[src/logic/svr_pkg.sv]
package svr_pkg;
	// clock and printed times
	localparam int unsigned CLK_HZ         = 25_000_000;
	localparam int unsigned CLK_KHZ        = CLK_HZ / 1000;
	localparam int unsigned WD_PERIOD_MS   = 1600;
	localparam int unsigned HOLD_PERIOD_MS = 200;
	localparam int unsigned HOLD_MIN_MS    = 140;
	localparam int unsigned HOLD_MAX_MS    = 280;

	// cycle counts derived from the times (both above 4096, so module parameters)
	localparam int unsigned WD_CYC_DEF   = WD_PERIOD_MS * CLK_KHZ;
	localparam int unsigned HOLD_CYC_DEF = HOLD_PERIOD_MS * CLK_KHZ;

	// counter width covers the longer period
	localparam int unsigned CNT_W = 32;

	// reset values
	localparam logic RST_N_RESET  = 1'b0;
	localparam logic WARN_N_RESET = 1'b0;
	localparam logic BACKUP_RESET = 1'b0;

	// comparator and pin inputs that cross into the clock domain
	typedef struct packed {
		logic kick;
		logic supply_good;
		logic sense_below;
		logic main_below_sw;
		logic backup_above_main;
	} svr_async_in_t;

	localparam svr_async_in_t ASYNC_IN_RESET = '0;

	// reset sequencer states, gray along supply low -> hold -> run
	typedef enum logic [1:0] {
		SVR_SUPPLY_LOW = 2'h0,
		SVR_HOLD       = 2'h1,
		SVR_RUN        = 2'h3
	} svr_state_t;
endpackage

[src/logic/svr_supervisor.sv]
// What this block does
// - kick input steady for the watchdog period starts a reset pulse.
// - any kick edge clears the watchdog; it stays cleared during reset.
// - watchdog is always active; nothing can disable it.
// - watchdog-caused reset stays asserted for the hold period, then releases.
// - watchdog restarts from zero at reset release; processor must kick in time.
// - with no kicks, resets repeat every watchdog plus hold period.
// - reset held while supply bad, and for the hold period after it returns.
// - supply-good drop asserts reset at once, whatever the watchdog does.
// - every supply-good drop restarts the hold timer from zero.
// - active-high open-drain reset is the exact inverse, driving only when asserted.
// - power-fail warning low when sense below reference or main below switchover.
// - backup above main but main above switchover keeps RAM on main.
// - main below switchover but above backup keeps RAM on main until below backup.
// - RAM returns to main when supply-good becomes true, regardless of backup.
// - RAM return to main precedes reset release by the hold period.
// - hold period nominally 200 ms, within 140 to 280 ms.
// - switchover level sits below reset level; backup entered before RAM too low.
`timescale 1ns/1ps
module svr_supervisor
	import svr_pkg::*;
#(
	parameter int unsigned WD_CYC   = WD_CYC_DEF,
	parameter int unsigned HOLD_CYC = HOLD_CYC_DEF
) (
	// clock and reset
	input  wire logic clk,
	input  wire logic rst,
	// watchdog kick from the processor
	input  wire logic watchdog_kick_in,
	// comparator results
	input  wire logic supply_good_in,
	input  wire logic powerfail_sense_in,
	input  wire logic main_below_switchover_in,
	input  wire logic backup_above_main_in,
	// reset outputs
	output logic      cpu_reset_n,
	output logic      cpu_reset_od_out,
	output logic      cpu_reset_od_oe,
	// power-fail warning and RAM supply select
	output logic      powerfail_warn_n,
	output logic      ram_on_backup_supply
);

	////////////////////////////////////////////////////////////////////////////
	// input synchroniser
	svr_async_in_t async_in;
	svr_async_in_t sync1_reg;
	svr_async_in_t sync1_next;
	svr_async_in_t sync2_reg;
	svr_async_in_t sync2_next;
	logic          kick_prev_reg;
	logic          kick_prev_next;
	logic          kick_edge;

	// the sense input is high when below the reference
	assign async_in = '{kick: watchdog_kick_in, supply_good: supply_good_in,
		sense_below: powerfail_sense_in, main_below_sw: main_below_switchover_in,
		backup_above_main: backup_above_main_in};

	// two stages before any logic reads a pin
	always_comb begin
		sync1_next     = async_in;
		sync2_next     = sync1_reg;
		kick_prev_next = sync2_reg.kick;
	end

	always_ff @(posedge clk) begin
		if (rst) begin
			sync1_reg     <= ASYNC_IN_RESET;
			sync2_reg     <= ASYNC_IN_RESET;
			kick_prev_reg <= 1'b0;
		end else begin
			sync1_reg     <= sync1_next;
			sync2_reg     <= sync2_next;
			kick_prev_reg <= kick_prev_next;
		end
	end

	// both directions count; edge taken on the synchronised level only
	assign kick_edge = sync2_reg.kick ^ kick_prev_reg;

	////////////////////////////////////////////////////////////////////////////
	// reset sequencer: one counter serves hold and watchdog, states are exclusive
	svr_state_t        state_reg;
	svr_state_t        state_next;
	logic [CNT_W-1:0]  cnt_reg;
	logic [CNT_W-1:0]  cnt_next;
	logic              rst_n_reg;
	logic              rst_n_next;
	logic [CNT_W-1:0]  wd_last;
	logic [CNT_W-1:0]  hold_last;

	assign wd_last   = CNT_W'(WD_CYC - 1);
	assign hold_last = CNT_W'(HOLD_CYC - 1);

	// no enable input exists: the run state always counts toward a timeout
	always_comb begin
		state_next = state_reg;
		cnt_next   = cnt_reg;
		if (!sync2_reg.supply_good) begin
			state_next = SVR_SUPPLY_LOW;
			cnt_next   = '0;
		end else begin
			case (state_reg)
				SVR_SUPPLY_LOW: begin
					state_next = SVR_HOLD;
					cnt_next   = '0;
				end
				SVR_HOLD: begin
					if (cnt_reg >= hold_last) begin
						state_next = SVR_RUN;
						cnt_next   = '0;
					end else begin
						cnt_next = cnt_reg + 1'b1;
					end
				end
				SVR_RUN: begin
					if (kick_edge) begin
						cnt_next = '0;
					end else if (cnt_reg >= wd_last) begin
						state_next = SVR_HOLD;
						cnt_next   = '0;
					end else begin
						cnt_next = cnt_reg + 1'b1;
					end
				end
				default: begin
					state_next = SVR_SUPPLY_LOW;
					cnt_next   = '0;
				end
			endcase
		end
		// registered so the pin never glitches on decode
		rst_n_next = (state_next == SVR_RUN);
	end

	always_ff @(posedge clk) begin
		if (rst) begin
			state_reg <= SVR_SUPPLY_LOW;
			cnt_reg   <= '0;
			rst_n_reg <= RST_N_RESET;
		end else begin
			state_reg <= state_next;
			cnt_reg   <= cnt_next;
			rst_n_reg <= rst_n_next;
		end
	end

	assign cpu_reset_n      = rst_n_reg;
	// open drain: level is constant, only the enable moves
	assign cpu_reset_od_out = 1'b1;
	assign cpu_reset_od_oe  = ~rst_n_reg;

	////////////////////////////////////////////////////////////////////////////
	// power-fail warning and RAM supply select
	logic warn_n_reg;
	logic warn_n_next;
	logic backup_reg;
	logic backup_next;

	// comparator hysteresis lives upstream; this only applies the ordering
	always_comb begin
		warn_n_next = ~(sync2_reg.sense_below | sync2_reg.main_below_sw);
		backup_next = backup_reg;
		if (sync2_reg.supply_good) begin
			backup_next = 1'b0;
		end else if (sync2_reg.main_below_sw && sync2_reg.backup_above_main) begin
			backup_next = 1'b1;
		end
	end

	always_ff @(posedge clk) begin
		if (rst) begin
			warn_n_reg <= WARN_N_RESET;
			backup_reg <= BACKUP_RESET;
		end else begin
			warn_n_reg <= warn_n_next;
			backup_reg <= backup_next;
		end
	end

	assign powerfail_warn_n     = warn_n_reg;
	assign ram_on_backup_supply = backup_reg;
endmodule

[config.mk]
export PLATFORM = sky130hd
export DESIGN_NAME = svr_supervisor
export DESIGN_NICKNAME = d
export VERILOG_FILES = /design/src/logic/svr_pkg.sv /design/src/logic/svr_supervisor.sv
export SDC_FILE = /design/constraint.sdc
export NUM_CORES = 1
export LEC_CHECK = 0
export ABC_AREA = 1
export BUFFER_PORTS_ARGS = -buffer_cell sky130_fd_sc_hd__buf_2
export CORE_ASPECT_RATIO = 0.8
export CORE_UTILIZATION = 54
export DETAILED_ROUTE_END_ITERATION = 16
export MAX_ROUTING_LAYER = met4
export PLACE_DENSITY = 0.7
export SETUP_SLACK_MARGIN = 0.3
export SLEW_MARGIN = 30
export SYNTH_ARGS = -nofsm -noshare
export SYNTH_HDL_FRONTEND = slang
export SYNTH_SLANG_ARGS = --single-unit
[constraint.sdc]
create_clock -name clk -period 1.8 [get_ports clk]
set_clock_uncertainty 0.05 [all_clocks]
set_input_delay 0.09 -clock clk [delete_from_list [all_inputs] [get_ports clk]]
set_output_delay 0.09 -clock clk [all_outputs]
set_load 0.01 [all_outputs]
==> impl_metrics.ini, run 1 <==
[outcome]
outcome = completed

[synthesis]
ys_seq_area_frac = 0.434
synth_common_cells = nor2_1 (73), nand2_1 (54), dfxtp_1 (48)
ys_warn_count = 0
synth.most_common_cell = nor2_1
synth_area_sq_um = 2210
synth.avg_cell_area_sq_um = 7.21
synth_top_area_share = 0.434
netlist_instances = 307
ys_async_sr_fraction = 0
synth_flop_cell = dfxtp_1
yosys.cell_types.count = 27
synthTopCellsByArea = dfxtp_1 (43%), nor2_1 (12%), nand2_1 (9.2%), inv_1 (7.6%), xor2_1 (7.5%)
synth_largest_area_cell = dfxtp_1
synth_edf_count = 0
synth-seq-cells = 48

[clocking]
cts.sinks = 48
path_clk_slew_ns = 0.09
cts-htree-levels = 2
numCtsBuffers = 5
cts_buffer_depth = 2
cts_tree = yes
cts-root-buf = clkbuf_8
clock_latency_ns = 0.31

[detailed_routing]
drt-wirelength-per-cell_um = 12.2
drt_iter0_markers = 145
avgViaCountPerCell = 4.83
drt-total-wl_mm = 4.84
ant_nets = 0
drtPass1Iterations = 4
vias = 1917
drc = 0

[layout]
finalInstanceArea_sq_um = 2690
diodes = 0
drive_gt1_frac = 0.219
largest_reg_flops = 32
finalNetCount = 349
syn_to_final_growth_pct = 21.6

[worst_setup_path]
start_kind = register
worstPathRequired_ns = 1.95
slowest_stage = dfxtp_2
r2r_end = cnt_reg[22]
worstSetupEndpointType = register
path_buf_inv = 0
critPathMostFrequentCell = nand2_1
cp.arrival_ns = 1.76
reg2reg_slack_ns = 0.20
critPathTopFamily = simple AND/OR/NAND/NOR gates
crit_path_end = cnt_reg[22]
rr_worst_depth = 10
cp_max_fo = 13
worst-setup-path-type = register to register
critPathMaxStageDelay_ns = 0.36
path_depth = 10
critPathLaunch = cnt_reg[1]
cp_cell_sequence = ha_4 -> nand3_4 -> nor2_4 -> nand2_1 -> nand2_1 -> nand2_1 -> nand3_2 -> nand2_4 -> nand2_8 -> nor2_1
reg2reg_from = cnt_reg[1]

[sta]
finalSetupViolations = 0
fin_tns_setup_ns = 0
hold_viol_final = 0
rsz0062_at_grt = yes
worstMarginPinSlew_ns = 0.526
finalCriticalPeriod_ns = 1.60
timing.fmax_mhz = 623
final_max_slew_viol_count = 0
relSlewSlack = 0.649
fin_crit_sh = 0.891

[floorplanning]
die_height_um = 59.2
rows = 20
coreArea_sq_um = 3850
die-area_sq_um = 4360
io_pins = 12
die_w_um = 73.6
start_util = 0.574

[grt]
grt_use_total = 0.245
first_global_vias = 1694
grt_max_degree = 15
antenna_found_initial = 0
grt_pass1_wl_mm = 7.60
overflow = 0

[place]
portBuffers = 10
dpl_cell_area_sq_um = 2360
globalplace.congestion = 0.924
dp_hpwl_mm = 3.15

[pwr]
leakagePower_nw = 1.10
ir_drop_uv = 447
power.density_nw_per_um2 = 713
p_total_mw = 1.92

[hold_path]
holdCritPathClass = primary input to register

[run]
drv_cap = 0
what timing repair did:
item / CTS / global route
setup buffers: 3 / 3
hold buffers: 5 / 0
hold endpoints to repair: 5 / 0
endpoints found under the setup margin: 26 / 29
pin swaps: 4 / 4
cloned: 2 / 0
resized for setup: 17 / 21
power breakdown:
group / leakage [nW] / total, mW / switching [mW] / internal, mW
logic: 0.643 / 0.0513 / 0.0277 / 0.0236
clock network: 0.0552 / 0.778 / 0.366 / 0.412
registers: 0.399 / 1.09 / 0.00738 / 1.08
worst min path at each step:
| stage | from | to | slack [ns] | depth (start not counted) |
|---|---|---|---|---|
| 3_5_place_dp | main_below_switchover_in | sync1_reg[1] | 0.25 | 3 |
| 4_1_cts | rst | kick_prev_next | 0.04 | 2 |
| 6_report | rst | kick_prev_next | 0.05 | 2 |
| 5_1_grt | rst | kick_prev_next | 0.07 | 2 |
| 2_1_floorplan | rst | powerfail_warn_n | 0.11 | 1 |
| 3_3_place_gp | backup_above_main_in | sync1_reg[0] | 0.24 | 3 |
logic make-up after synthesis:
kind of cell             share of synthesized area
AND/OR/NAND/NOR                              0.347
XOR/XNOR                                    0.0911
buffers and inverters                       0.0939
AO/OA/AOI/OAI                               0.0249
adder cells (fa/ha/maj)                    0.00566
flip-flops                                   0.434
other                                      0.00339
placed cells by master, fill, tap and decap left out, drive strengths merged, types with 6 or more instances in the layout:
cell type   n
nor2       79
nand2      61
dfxtp      48
inv        45
buf        20
xor2       19
nand3      15
a21oi       9
nand4       8
nor3        8
conb        7
clkbuf      6
metal layers:
layer  track usage  routed length [um]  vias up
met2         0.333                2050       54
met3        0.0510                 342        5
met1         0.356                2380      865
met5             -                   0        -
met4        0.0907                  63        0
li1              -                   -      993
through the flow:
stage / hold slack [ns] / std cells / worst slack [ns] / util
final: 0.0536 / 397 / 0.196 / 0.698
after global routing: 0.0666 / 397 / 0.0994 / 0.698
after CTS: 0.0447 / 394 / 0.228 / 0.678
after detailed placement: 0.246 / 376 / 0.0456 / 0.613
after global placement: 0.239 / 376 / 0.0790 / 0.613
after floorplan: 0.111 / 312 / 0.323 / -
final cells by class:
class | instances | area, sq um
Clock buffer | 6 | 72.6
Clock inverter | 2 | 35.0
Fill cell | 335 | 1160
Inverter | 45 | 169
Multi-Input combinational cell | 216 | 1180
Sequential cell | 48 | 982
Tap cell | 55 | 68.8
Timing Repair Buffer | 25 | 179
Power figures use the tool's default switching activity.
==> run 2: changes to the inputs <==
==> constraint.sdc (replaced) <==
create_clock -name clk -period 1.75 [get_ports clk]
set_clock_uncertainty 0.05 [all_clocks]
set_input_delay 0.0875 -clock clk [delete_from_list [all_inputs] [get_ports clk]]
set_output_delay 0.0875 -clock clk [all_outputs]
set_load 0.01 [all_outputs]
==> run 2 against run 1 <==
  * Final area up 9.2%
  * Routed wire length up 11%
  * Critical path depth down 1
==> impl_metrics.ini, run 2 (synthesis gave the netlist of run 1 again) <==
[run]
drv_cap = 0

[worst_setup_path]
worstPathRequired_ns = 1.90
reg2reg_slack_ns = 0.12
r2r_end = cnt_reg[13]
rr_worst_depth = 9
start_kind = register
slowest_stage = dfxtp_2
worst-setup-path-type = register to register
cp_cell_sequence = nand2_1 -> nor2_1 -> nand3_1 -> nor2_1 -> nand2_2 -> nand3_4 -> nand2_8 -> nand2_8 -> nor2_2
cp_max_fo = 6
critPathLaunch = cnt_reg[21]
critPathMaxStageDelay_ns = 0.42
worstSetupEndpointType = register
reg2reg_from = cnt_reg[21]
cp.arrival_ns = 1.78
crit_path_end = cnt_reg[13]

[floorplanning]
die-area_sq_um = 4360
rows = 20
die_w_um = 73.6
io_pins = 12
die_height_um = 59.2
coreArea_sq_um = 3850
start_util = 0.574

[layout]
finalNetCount = 358
largest_reg_flops = 32
final_cell_mix = nand2_1 (46), nor2_1 (46), inv_1 (44), dfxtp_1 (33), nor2_2 (21)
syn_to_final_growth_pct = 32.8
fin_cells = 406
diodes = 0
drive_gt1_frac = 0.319

[grt]
antenna_found_initial = 0
grt_max_degree = 16
grt_pass1_wl_mm = 8.06
first_global_vias = 1757
overflow = 0
grt_use_total = 0.260

[clocking]
clock_latency_ns = 0.31
cts_buffer_depth = 2
cts-htree-levels = 2
cts_tree = yes
numCtsBuffers = 5
path_clk_slew_ns = 0.09
cts-root-buf = clkbuf_8
cts.sinks = 48

[detailed_routing]
vias = 1998
drc = 0
drt_iter0_markers = 139
avgViaCountPerCell = 4.92
ant_nets = 0
drt-wirelength-per-cell_um = 13.2
drtPass1Iterations = 4
drt-total-wl_mm = 5.36

[pwr]
ir_drop_uv = 682
power.density_nw_per_um2 = 637
leakagePower_nw = 1.16

[hold_path]
holdCritPathClass = primary input to register

[sta]
hold_viol_final = 0
relSlewSlack = 0.648
finalCriticalPeriod_ns = 1.63
worstMarginPinSlew_ns = 0.527
rsz0062_at_grt = yes
finalSetupViolations = 0
final_max_slew_viol_count = 0
timing.fmax_mhz = 614
fin_crit_sh = 0.931
fin_tns_setup_ns = 0

[place]
globalplace.congestion = 0.896
portBuffers = 10
placed_cells = 379
dp_hpwl_mm = 3.20

[outcome]
outcome = completed
## run 2: cell types whose count changed in the layout (fill, tap and decap cells not counted), sizes merged
| cell | before | now |
|---|---|---|
| buf | 20 | 28 |
| clkinvlp | 0 | 2 |
| bufinv | 1 | 0 |
| clkinv | 1 | 0 |
| nand2 | 61 | 62 |
## run 2: metal layers
layer | vias up | share of wire | track usage
met2 | 61 | 0.47 | 0.377
met1 | 914 | 0.46 | 0.367
met5 | - | 0 | -
met4 | 0 | 0.011 | 0.0577
li1 | 1014 | - | -
met3 | 9 | 0.055 | 0.0612
## run 2: layout make-up
| type | instances | area [sq um] |
|---|---|---|
| clock buffers | 6 | 82.6 |
| well taps | 55 | 68.8 |
| fillers | 299 | 916 |
| flip-flops and latches | 48 | 982 |
| repair buffers | 33 | 239 |
| inverters | 45 | 169 |
| clock inverters | 2 | 15.0 |
| multi-input cells | 217 | 1380 |
## run 2: what timing repair did
| item | CTS | global route |
|---|---|---|
| buffers inserted | 6 | 5 |
| gates resized for setup | 20 | 63 |
| pin swaps | 7 | 15 |
| endpoints found under the hold margin | 5 | 0 |
| endpoints found under the setup margin | 28 | 28 |
| hold buffers | 5 | 0 |
| gates cloned | 3 | 0 |
## run 2: how the worst min path moves through the flow
| stage | end | cells past startpoint | start | slack [ns] |
|---|---|---|---|---|
| after floorplan | powerfail_warn_n | 1 | rst | 0.11 |
| after global placement | sync1_reg[0] | 3 | backup_above_main_in | 0.24 |
| after detailed placement | sync1_reg[3] | 3 | supply_good_in | 0.25 |
| after CTS | sync2_reg[3] | 2 | rst | 0.05 |
| after global routing | sync1_reg[0] | 2 | rst | 0.07 |
| final | sync2_reg[3] | 2 | rst | 0.06 |
## run 2: stage by stage
stage	total power [mW]	area, sq um	setup slack, ns	hold slack, ns	utilization
floorplan	1.17	2250	0.276	0.109	-
global placement	1.18	2390	0.00904	0.241	0.619
detailed placement	1.18	2390	-0.0339	0.248	0.619
CTS	1.88	2670	0.164	0.0477	0.693
global route	1.93	2940	0.0539	0.0697	0.762
finish	1.87	2940	0.121	0.0618	0.762
## run 2: power by group
group	total (mW)	internal (mW)	switching, mW
sequential	1.12	1.11	0.00694
combinational	0.0558	0.0246	0.0312
clock	0.698	0.320	0.378
total	1.87	1.46	0.416
## run 2: critical path: cells and delay by family, from the launching register on
family           cells  cell delay (ns)
and+or+nand+nor      9             1.05
DFF                  1             0.42
